<file path="src/hdl/adcdc_pkg.sv">
// constants, types and modes for the decimation and clock core
// assumes a 20 MHz core clock; analog reference levels are coded only
package adcdc_pkg;
  localparam int          ADCDC_NCH         = 2;
  localparam int          ADCDC_RES_W       = 24;
  localparam int          ADCDC_ACC_W       = 32;
  localparam int          ADCDC_RATE_W      = 3;
  localparam int          ADCDC_RATE_BIT    = 6;
  localparam logic [2:0]  ADCDC_RATE_RST    = 3'h2;
  localparam logic        ADCDC_CLKDIV_RST  = 1'b0;
  localparam logic        ADCDC_PDREF_RST   = 1'b1;
  localparam logic        ADCDC_VREFHI_RST  = 1'b0;
  localparam logic        ADCDC_CLKEN_RST   = 1'b0;
  localparam int          ADCDC_DIV_SLOW    = 4;
  localparam int          ADCDC_DIV_FAST    = 16;
  localparam int          ADCDC_FLT_ORDER   = 3;
  localparam int          ADCDC_SETTLE_EXTRA = 1;
  localparam int          ADCDC_SYS_HZ      = 20_000_000;
  localparam int          ADCDC_OSC_HZ      = 512_000;
  localparam int          ADCDC_OSC_HALF    = ADCDC_SYS_HZ / (2 * ADCDC_OSC_HZ);
  localparam logic [23:0] ADCDC_POS_FS      = 24'h7FFFFF;
  localparam logic [23:0] ADCDC_NEG_FS      = 24'h800000;
  localparam logic [23:0] ADCDC_MV_1V       = 24'h000FC2;
  localparam logic [23:0] ADCDC_MV_REF_HI   = 24'h000FC1;
  localparam logic [23:0] ADCDC_MV_REF_LO   = 24'h000974;

  typedef struct packed {
    logic       ref_high_level_select;
    logic       ref_buffer_power_down;
    logic       clk_out_enable;
  } adcdc_cfg2_s;

  typedef struct packed {
    logic [ADCDC_RES_W-1:0] ch1;
    logic [ADCDC_RES_W-1:0] ch0;
  } adcdc_word_s;

  typedef enum logic [1:0] {ADCDC_IDLE, ADCDC_SETTLE, ADCDC_RUN} adcdc_state_e;

  // decimation ratio from the output rate field: 2^(10-rate), 1024 down to 16
  function automatic logic [10:0] adcdc_ratio(input logic [2:0] rate);
    logic [10:0] r;
    r = 11'h400 >> ((rate > 3'h6) ? 3'h6 : rate);
    return r;
  endfunction : adcdc_ratio
endpackage : adcdc_pkg

</file>
<file path="src/hdl/adcdc_core.sv">
// decimation filter, clock selection, reference control and bus sharing
// assumes modulator bits arrive from pins; master clock input sampled in CLK_I
`timescale 1ns/1ps
module adcdc_core
  import adcdc_pkg::*;
#(
  parameter int NCH   = ADCDC_NCH,
  parameter int DEPTH = 16
) (
  input  wire logic                     CLK_I,
  input  wire logic                     RST_I,
  input  wire logic                     CLOCK_SOURCE_SELECT_PIN_I,
  input  wire logic                     EXT_CLK_I,
  output logic                          CLK_PIN_O,
  output logic                          CLK_PIN_OE_O,
  input  wire adcdc_pkg::adcdc_cfg2_s   CFG2_I,
  input  wire logic                     CLK_RATE_SEL_I,
  input  wire logic [ADCDC_RATE_W-1:0]  OUTPUT_RATE_FIELD_I,
  output logic                          REF_HIGH_LEVEL_O,
  output logic                          REF_BUFFER_ON_O,
  output logic [23:0]                   REF_MV_O,
  input  wire logic [NCH-1:0]           MOD_BIT_I,
  input  wire logic                     START_I,
  output logic                          MOD_TICK_O,
  output logic                          RESULT_READY_STROBE_O,
  output logic [ADCDC_NCH*ADCDC_RES_W-1:0] RESULT_WORDS_O,
  output logic                          RESULT_VALID_O,
  input  wire logic                     RESULT_READY_I,
  output logic                          OVERRUN_O,
  input  wire logic                     CS_N_I,
  input  wire logic                     SCLK_I,
  output logic                          DOUT_O,
  output logic                          DOUT_OE_O
);
  import adcdc_pkg::*;

  // three-stage synchronisers for pin inputs
  logic [2:0] ext_s_q, st_s_q, cs_s_q, sck_s_q;
  logic [2:0] mb_s_q [NCH];
  always_ff @(posedge CLK_I or posedge RST_I) begin
    if (RST_I) begin
      ext_s_q <= '0;
      st_s_q  <= '0;
      cs_s_q  <= 3'h7;
      sck_s_q <= '0;
      for (int c = 0; c < NCH; c++) mb_s_q[c] <= '0;
    end else begin
      ext_s_q <= {ext_s_q[1:0], EXT_CLK_I};
      st_s_q  <= {st_s_q[1:0], START_I};
      cs_s_q  <= {cs_s_q[1:0], CS_N_I};
      sck_s_q <= {sck_s_q[1:0], SCLK_I};
      for (int c = 0; c < NCH; c++) mb_s_q[c] <= {mb_s_q[c][1:0], MOD_BIT_I[c]};
    end
  end

  // internal oscillator model: divider of the core clock
  logic [7:0] osc_cnt_q;
  logic       osc_q;
  always_ff @(posedge CLK_I or posedge RST_I) begin
    if (RST_I) begin
      osc_cnt_q <= '0;
      osc_q     <= 1'b0;
    end else if (osc_cnt_q == 8'(ADCDC_OSC_HALF - 1)) begin
      osc_cnt_q <= '0;
      osc_q     <= ~osc_q;
    end else begin
      osc_cnt_q <= osc_cnt_q + 8'h01;
    end
  end

  // clock source and pin direction
  logic internal_sel;
  assign internal_sel = CLOCK_SOURCE_SELECT_PIN_I;
  assign CLK_PIN_OE_O = internal_sel && CFG2_I.clk_out_enable;
  assign CLK_PIN_O    = internal_sel && CFG2_I.clk_out_enable && osc_q;

  // master clock rising edge, external edge counted when stage 2 is high and stage 3 still low
  logic ext_rise, osc_prev_q, mclk_rise;
  assign ext_rise = ext_s_q[1] && !ext_s_q[2];
  always_ff @(posedge CLK_I or posedge RST_I) begin
    if (RST_I) osc_prev_q <= 1'b0;
    else       osc_prev_q <= osc_q;
  end
  assign mclk_rise = internal_sel ? (osc_q && !osc_prev_q) : ext_rise;

  // modulator divider: 4 at 512 kHz, 16 at 2.048 MHz, both giving 128 kHz
  logic       clk_rate_q;
  logic [3:0] mdiv_q;
  logic       mod_tick;
  always_ff @(posedge CLK_I or posedge RST_I) begin
    if (RST_I) clk_rate_q <= ADCDC_CLKDIV_RST;
    else       clk_rate_q <= CLK_RATE_SEL_I;
  end
  always_ff @(posedge CLK_I or posedge RST_I) begin
    if (RST_I) mdiv_q <= '0;
    else if (mclk_rise) begin
      if (mdiv_q == 4'((clk_rate_q ? ADCDC_DIV_FAST : ADCDC_DIV_SLOW) - 1)) mdiv_q <= '0;
      else mdiv_q <= mdiv_q + 4'h1;
    end
  end
  assign mod_tick   = mclk_rise && (mdiv_q == 4'h0);
  assign MOD_TICK_O = mod_tick;

  // reference control
  assign REF_HIGH_LEVEL_O = CFG2_I.ref_high_level_select;
  assign REF_BUFFER_ON_O  = !CFG2_I.ref_buffer_power_down;
  assign REF_MV_O = CFG2_I.ref_high_level_select ? ADCDC_MV_REF_HI : ADCDC_MV_REF_LO;

  // start edge detection and shared decimation ratio
  logic         start_rise;
  logic [10:0]  ratio_q;
  assign start_rise = st_s_q[1] && !st_s_q[2];
  always_ff @(posedge CLK_I or posedge RST_I) begin
    if (RST_I) ratio_q <= adcdc_ratio(ADCDC_RATE_RST);
    else if (start_rise) ratio_q <= adcdc_ratio(OUTPUT_RATE_FIELD_I);
  end

  // sinc3 integrators at modulator rate, combs at output rate
  localparam int AW = ADCDC_ACC_W;
  logic signed [AW-1:0] int1_q [NCH], int2_q [NCH], int3_q [NCH];
  logic signed [AW-1:0] d1_q [NCH], d2_q [NCH], d3_q [NCH];
  logic signed [AW-1:0] c1, c2, c3;
  logic [10:0]          phase_q;
  logic                 dec_tick;
  assign dec_tick = mod_tick && (phase_q == ratio_q - 11'h001);

  always_ff @(posedge CLK_I or posedge RST_I) begin
    if (RST_I) phase_q <= '0;
    else if (start_rise) phase_q <= '0;
    else if (mod_tick) phase_q <= dec_tick ? 11'h000 : phase_q + 11'h001;
  end

  logic signed [AW-1:0] comb_out [NCH];
  always_comb begin
    for (int c = 0; c < NCH; c++) begin
      c1 = int3_q[c] - d1_q[c];
      c2 = c1 - d2_q[c];
      c3 = c2 - d3_q[c];
      comb_out[c] = c3;
    end
  end

  always_ff @(posedge CLK_I or posedge RST_I) begin
    if (RST_I) begin
      for (int c = 0; c < NCH; c++) begin
        int1_q[c] <= '0; int2_q[c] <= '0; int3_q[c] <= '0;
        d1_q[c] <= '0; d2_q[c] <= '0; d3_q[c] <= '0;
      end
    end else if (start_rise) begin
      for (int c = 0; c < NCH; c++) begin
        int1_q[c] <= '0; int2_q[c] <= '0; int3_q[c] <= '0;
        d1_q[c] <= '0; d2_q[c] <= '0; d3_q[c] <= '0;
      end
    end else if (mod_tick) begin
      for (int c = 0; c < NCH; c++) begin
        // bit 1 -> +1, bit 0 -> -1
        int1_q[c] <= int1_q[c] + (mb_s_q[c][2] ? AW'(1) : -AW'(1));
        int2_q[c] <= int2_q[c] + int1_q[c];
        int3_q[c] <= int3_q[c] + int2_q[c];
        if (dec_tick) begin
          d1_q[c] <= int3_q[c];
          d2_q[c] <= int3_q[c] - d1_q[c];
          d3_q[c] <= int3_q[c] - d1_q[c] - d2_q[c];
        end
      end
    end
  end

  // scale N^3 full scale to 24 bits and clip
  function automatic logic [23:0] adcdc_scale(input logic signed [AW-1:0] v,
                                              input logic [10:0] n);
    logic signed [AW+23:0] p;
    logic [4:0]            sh;
    sh = 5'd0;
    for (int i = 0; i < 11; i++) if (n[i]) sh = 5'(3 * i);
    p = ($signed({{24{v[AW-1]}}, v}) <<< 23) >>> sh;
    if (p >= $signed({{(AW+1){1'b0}}, ADCDC_POS_FS[22:0]})) return ADCDC_POS_FS;
    if (p <= -$signed({{(AW+1){1'b0}}, ADCDC_POS_FS[22:0]})) return ADCDC_NEG_FS;
    return p[23:0];
  endfunction : adcdc_scale

  // settling: discard the first three decimated outputs after start
  adcdc_state_e st_q;
  logic [1:0]   drop_q;
  always_ff @(posedge CLK_I or posedge RST_I) begin
    if (RST_I) begin
      st_q   <= ADCDC_IDLE;
      drop_q <= '0;
    end else if (start_rise) begin
      st_q   <= ADCDC_SETTLE;
      drop_q <= 2'(ADCDC_FLT_ORDER - 1);
    end else if (dec_tick) begin
      case (st_q)
        ADCDC_IDLE:   st_q <= ADCDC_IDLE;
        ADCDC_SETTLE: begin
          if (drop_q == 2'h0) st_q <= ADCDC_RUN;
          else drop_q <= drop_q - 2'h1;
        end
        ADCDC_RUN:    st_q <= ADCDC_RUN;
        default:      st_q <= ADCDC_IDLE;
      endcase
    end
  end

  // result word set and ready strobe
  adcdc_word_s word_d;
  logic        push;
  logic        fifo_in_ready;
  always_comb begin
    word_d.ch0 = adcdc_scale(comb_out[0], ratio_q);
    word_d.ch1 = adcdc_scale(comb_out[NCH-1], ratio_q);
  end
  assign push = dec_tick && (st_q == ADCDC_RUN);

  always_ff @(posedge CLK_I or posedge RST_I) begin
    if (RST_I) begin
      RESULT_READY_STROBE_O <= 1'b0;
      OVERRUN_O             <= 1'b0;
    end else begin
      RESULT_READY_STROBE_O <= push;
      OVERRUN_O             <= push && !fifo_in_ready;
    end
  end

  adcdc_word_s out_word;
  adcdc_fifo #(.W(ADCDC_NCH*ADCDC_RES_W), .DEPTH(DEPTH)) u_fifo (
    .clk_i       (CLK_I),
    .rst_i       (RST_I),
    .in_valid_i  (push),
    .in_ready_o  (fifo_in_ready),
    .in_data_i   (word_d),
    .out_valid_o (RESULT_VALID_O),
    .out_ready_i (RESULT_READY_I),
    .out_data_o  (out_word)
  );
  assign RESULT_WORDS_O = out_word;

  // serial shift of the head word, MSB first; released while deselected
  logic [5:0]  bit_q;
  logic        cs_active, sck_fall;
  assign cs_active = !cs_s_q[2] && !cs_s_q[1];
  assign sck_fall  = !sck_s_q[1] && sck_s_q[2];
  always_ff @(posedge CLK_I or posedge RST_I) begin
    if (RST_I) bit_q <= '0;
    else if (!cs_active) bit_q <= '0;
    else if (sck_fall && bit_q != 6'(ADCDC_NCH*ADCDC_RES_W - 1)) bit_q <= bit_q + 6'h01;
  end
  always_ff @(posedge CLK_I or posedge RST_I) begin
    if (RST_I) begin
      DOUT_O    <= 1'b0;
      DOUT_OE_O <= 1'b0;
    end else begin
      DOUT_OE_O <= cs_active;
      DOUT_O    <= cs_active && out_word[6'(ADCDC_NCH*ADCDC_RES_W - 1) - bit_q];
    end
  end
endmodule : adcdc_core

</file>
<file path="src/hdl/adcdc_fifo.sv">
// synchronous valid/ready FIFO for result word sets
// assumes one clock, asynchronous active-high reset
`timescale 1ns/1ps
module adcdc_fifo #(
  parameter int W     = 48,
  parameter int DEPTH = 16
) (
  input  wire logic         clk_i,
  input  wire logic         rst_i,
  input  wire logic         in_valid_i,
  output logic              in_ready_o,
  input  wire logic [W-1:0] in_data_i,
  output logic              out_valid_o,
  input  wire logic         out_ready_i,
  output logic [W-1:0]      out_data_o
);
  localparam int AW = $clog2(DEPTH);
  logic [W-1:0] mem [DEPTH];
  logic [AW:0]  wr_q;
  logic [AW:0]  rd_q;
  logic         full;
  logic         empty;

  assign empty       = (wr_q == rd_q);
  assign full        = (wr_q[AW] != rd_q[AW]) && (wr_q[AW-1:0] == rd_q[AW-1:0]);
  assign in_ready_o  = !full;
  assign out_valid_o = !empty;
  assign out_data_o  = mem[rd_q[AW-1:0]];

  always_ff @(posedge clk_i) begin
    if (in_valid_i && !full) begin
      mem[wr_q[AW-1:0]] <= in_data_i;
    end
  end

  always_ff @(posedge clk_i or posedge rst_i) begin
    if (rst_i) begin
      wr_q <= '0;
      rd_q <= '0;
    end else begin
      if (in_valid_i && !full) wr_q <= wr_q + 1'b1;
      if (out_ready_i && !empty) rd_q <= rd_q + 1'b1;
    end
  end
endmodule : adcdc_fifo

</file>
<file path="config.mk">
export PLATFORM = sky130hd
export DESIGN_NAME = adcdc_core
export DESIGN_NICKNAME = d
export VERILOG_FILES = /design/src/hdl/adcdc_pkg.sv /design/src/hdl/adcdc_core.sv /design/src/hdl/adcdc_fifo.sv
export SDC_FILE = /design/constraint.sdc
export NUM_CORES = 2
export LEC_CHECK = 0
export ABC_AREA = 1
export BUFFER_PORTS_ARGS = -buffer_cell sky130_fd_sc_hd__buf_2
export CAP_MARGIN = 20
export CORE_MARGIN = 4
export CORE_UTILIZATION = 50
export CTS_BUF_LIST = sky130_fd_sc_hd__clkbuf_16
export CTS_CLUSTER_DIAMETER = 30
export DETAILED_ROUTE_END_ITERATION = 10
export PLACE_DENSITY = 0.74
export SYNTH_ARGS = -nofsm -noshare
export SYNTH_HDL_FRONTEND = slang
export SYNTH_SLANG_ARGS = --single-unit
</file>
<file path="constraint.sdc">
create_clock -name CLK_I -period 39.9 [get_ports CLK_I]
set_input_delay 7.98 -clock CLK_I [delete_from_list [all_inputs] [get_ports CLK_I]]
set_output_delay 7.98 -clock CLK_I [all_outputs]
set_load 0.005 [all_outputs]
</file>
## After elaboration in Yosys (flattened, before gate mapping)

Memories as Yosys holds them, arrays and structs flattened.
Index checks and enable logic that the tools add are counted.

- Word-level logic and storage cells: 179
- Memories: 1
- Bits in writable memories: 768
- Register bits after elaboration: 463
- Output and inout bits: 82

- Equal/unequal tests: 12
- Reduce and logical (&&, ||, !) cells: 33
- Mux-type cells: 67
- Magnitude comparators: 6
- Add/subtract/negate cells: 22
- Shifts and indexed selects: 3
- Bitwise operators: 1

Memories:

| memory | words | bits a word | read ports | clocked after Yosys merged registers in | wr ports | line | source |
|---|---|---|---|---|---|---|---|
| u_fifo.mem | 16 | 48 | 1 | 0 | 1 | adcdc_fifo.sv:18 | `logic [W-1:0] mem [DEPTH];` |

Operators with widths:

| operator | number |
|---|---|
| $mux 64 | 12 |
| $mux 32 | 8 |
| $add 32x32->32 | 6 |
| $mux 24 | 8 |
| $sub 32x32->32 | 6 |
| $ge 56x24->1 const B | 2 |
| $le 56x24->1 const B | 2 |
| $sshr 55x5->56 | 2 |
| $mux 5 | 9 |
| $mux 11 | 4 |
| $logic_and 1x1->1 | 16 |
| $mux 2 | 8 |
| $mux 6 | 2 |
| $add 11x1->11 const B | 1 |
| $eq 11x11->1 | 1 |
| $shr 11x3->11 const A | 1 |
| $sub 11x1->11 const B | 1 |
| $add 5x1->5 const B | 2 |
| $mux 1 | 10 |
| $logic_not 1->1 | 9 |
| $add 8x1->8 const B | 1 |
| $eq 4x4->1 | 2 |
| $eq 8x5->1 const B | 1 |
| $mux 8 | 1 |
| other kinds (25) | 29 |

## Depth between registers and ports, before layout

- Word-level depth: 16
- Depth in mapped cells: 61

## Cells and area by module

Synthesis repeated with hierarchy kept, for this count alone.

- Cell total of the unflattened synthesis: 8969
- Area, all modules: 73171.4 µm²

Modules (own cells, without submodules):

| module | area an instance (µm²) | seq. area each (µm²) | instances | cells each |
|---|---|---|---|---|
| adcdc_core | 41633.7 | 11265.8 | 1 | 6241 |
| adcdc_fifo | 31537.7 | 23312.4 | 1 | 2728 |

## Least setup slack after synthesis

Ideal clock, no wire load.

- Path kind: in2out
- From: in CLOCK_SOURCE_SELECT_PIN_I
- To: out MOD_TICK_O
- Required time: 31.920 ns
- Slack: 23.066 ns
- Stages: 4
- Arrival time: 8.854 ns
- Path through: inv_1 -> o32ai_2 -> nand3_1 -> inv_2

- Word-level cells in the longest chain between the ends: 2

RTL lines:

| what | line | source |
|---|---|---|
| start: declaration | adcdc_core.sv:12 | `input wire logic CLOCK_SOURCE_SELECT_PIN_I,` |
| $mux 1 | adcdc_core.sv:84 | `assign mclk_rise = internal_sel ? (osc_q && !osc_prev_q) : ext_rise;` |
| $logic_and 1x1->1 | adcdc_core.sv:101 | `assign mod_tick = mclk_rise && (mdiv_q == 4'h0);` |
| end: declaration | adcdc_core.sv:24 | `output logic MOD_TICK_O,` |

Every way passes these cells.

## Worst setup path after layout

Same ends and word-level chain as after synthesis.

==> impl_metrics.csv <==
group,metric,value,unit
status,status,"complete, no violations",
sta,slew_violations,0,
sta,worst_slew_pin_slew,1160,ps
clock_network,clock-root-buffer,"clkbuf_16",
clock_network,clock_latency,910,ps
clock_network,cts_resized,0,
floorplanning,die_w,388,um
route,drtAntennaViolNets,0,
sta,setup_viol,0,
route,drc,0,
placed_design,place_hpwl,123000,um
placed_design,pre_cts_slack,22490,ps
clock_network,post-cts-setup-buffers,0,
finish,area_delta_synth_final,15.1,%
clock_network,cts_max_level,5,
worst_setup_path,critPathKind,"in2out",
route,vias,61100,
finish,drive_gt1_share,8.04,%
global_route,grt_max_degree,168,
placed_design,port_buffers,81,
hold_path,hold_path.class,"reg2reg",
synth,async_reset_ff_share,37.5,%
floorplanning,rows,139,
synth,synth_warnings,0,
clock_network,cts_buffers,279,
floorplanning,dieArea,150000,um^2
clock_network,cts_buffer_depth,4,
floorplanning,die_h,388,um
synth,syn_avg_cell_area,8.60,um^2
clock_network,cts_sinks,1228,
placed_design,finalWeightedCongestion,0.908,
sta,max_freq,57.4,MHz
sta,layout_setup_ws,22480,ps
worst_setup_path,cp.required,31920,ps
clock_network,cts_tree,"built",
worst_setup_path,worst_setup_path_start_kind,"input pin",
placed_design,dp.cells,10100,
global_route,overflow,0,
floorplanning,initial_utilization,50.3,%
sta,hold_viol,0,
floorplanning,num_io_pins,99,
floorplanning,core-area,143000,um^2
worst_setup_path,crit_fanout,10,
finish,nNetsFinal,8898,
synth,yosysSeqAreaShare,47.9,%
finish,layout_common_cells,"nand2_1 (1860), inv_1 (855), nor2_1 (802)",
worst_setup_path,cp-end-kind,"primary output",
synth,syn-cell-area,72100,um^2
finish,fillers,12000,
synth,syn_inst,8389,
global_route,grt_pass1_wl,314000,um
finish,final_cells,10600,
sta,tns,0,ps
job,drv_cap,0,
route,viasPerCell,5.78,
synth,synthDistinctLibCells,69,
sta,period_needed,17420,ps
route,drt_iter0_drc,5972,
global_route,track_usage,25.5,%
synth,ys_ff_latch,1228,
route,wl_per_cell,18.6,um
route,drt_wl_total,197000,um
global_route,antenna_found_initial,5,
route,dr.pass1.iters,8,
sta,slew_headroom,23.0,%
clock_network,hold_buffers,0,
synth,synth_edf_count,768,
clock_network,clk_pin_slew,40,ps
sta,rsz0062_at_grt,"false",
global_route,grt_pass1_vias,59700,
sta,hold_slack,338,ps
sta,fin_crit_sh,43.6,%
worst_setup_path,cp.arrival,9440,ps
sta,final.setup_skew,92.4,ps
synth,ys.flop_type,"edfxtp_1",
finish,layout_commonest_cell,"nand2_1",
-- cells by family after synthesis --
kind of cell / after synthesis / synth area share, %
AO/OA/AOI/OAI: 1751 / 14.4
XOR/XNOR: 224 / 2.72
other: 2 / 0.0104
buffers and inverters: 1200 / 6.71
AND/OR/NAND/NOR: 3504 / 20.1
adder cells (fa/ha/maj): 400 / 7.06
flip-flops: 1228 / 47.9
multiplexers: 80 / 1.11
-- routing by layer --
metal | track usage (%) | wire length [um] | vias to the layer above | share of wire [%]
li1 | - | - | 29100 | -
met1 | 33.9 | 82200 | 29000 | 42
met2 | 41.5 | 91500 | 2523 | 46
met3 | 5.10 | 17100 | 443 | 8.7
met4 | 8.98 | 6260 | 2 | 3.2
met5 | 0 | 8 | - | 0.0041
-- cell usage after synthesis (48+ instances only) --
library cell / instances / area share [%]
nand2_1: 1860 / 9.7
inv_1: 842 / 4.4
nor2_1: 824 / 4.3
edfxtp_1: 768 / 32
o21ai_0: 663 / 4.6
nand3_1: 585 / 4.1
a21oi_1: 456 / 3.2
dfrtp_1: 456 / 16
ha_1: 388 / 6.7
clkbuf_1: 240 / 1.2
xor2_1: 176 / 2.1
o22ai_1: 130 / 1.1
o32ai_1: 116 / 1.4
o221ai_1: 97 / 1.2
mux2i_1: 79 / 1.1
nor3_1: 74 / 0.51
o21ai_1: 51 / 0.35
xnor2_1: 48 / 0.58
-- path summary, 6_finish.rpt --
kind,from,to,slack [ps],cells past startpoint
max in group asynchronous,RST_I,u_fifo.rd_q[1]$_DFFE_PP0P_,29270,5
min in group asynchronous,RST_I,int2_q[25]$_DFFE_PP0P_,7330,2
max,CLOCK_SOURCE_SELECT_PIN_I,MOD_TICK_O,22480,7
max reg2reg,int3_q[0]$_DFFE_PP0P_,u_fifo.mem[5][44]$_DFFE_PP_,30490,56
min,mb_s_q[4]$_DFF_PP0_,mb_s_q[5]$_DFF_PP0_,340,0
min reg2reg,mb_s_q[4]$_DFF_PP0_,mb_s_q[5]$_DFF_PP0_,340,0
-- per-stage QoR --
step	util [%]	cell area (um^2)
4_1_cts	57.8	82900
6_report	57.9	83100
3_3_place_gp	51.6	74000
3_5_place_dp	51.6	74000
2_1_floorplan	-	72200
5_1_grt	57.9	83100
-- state kept, by name, indices dropped and copies added, names as in the netlist, 2 cells and up --
| signal | flops |
|---|---|
| osc_cnt_q | 8 |
| int3_q | 64 |
| cs_s_q | 3 |
| drop_q | 2 |
| ratio_q | 8 |
| mdiv_q | 4 |
| sck_s_q | 3 |
| bit_q | 6 |
| u_fifo.rd_q | 5 |
| phase_q | 11 |
| st_s_q | 3 |
| u_fifo.wr_q | 5 |
| st_q | 2 |
| ext_s_q | 3 |
| u_fifo.mem | 768 |
| int1_q | 64 |
| d1_q | 64 |
| int2_q | 64 |
| mb_s_q | 6 |
| d2_q | 64 |
| d3_q | 64 |
-- cell type report --
type                       instances  area [um^2]  share of cell area, %
clock inverter                   183         1780                   2.14
tap                             1903         2380                   2.87
multi-input combinational       5976        33000                   39.7
sequential                      1228        34600                   41.6
antenna                            3         7.51                0.00904
inverter                         853         3230                   3.89
clock buffer                     285         7130                   8.59
timing repair buffer             143          968                   1.17
-- worst max-delay path, stage by stage --
cell and delay [ps]:
buf_2 90, inv_1 60, o32ai_2 620, nand3_1 140
buf_4 250, inv_2 150, buf_2 140
Power is not shown: default switching activity piles up to over one toggle a cycle in this logic, so the estimate is an artifact.
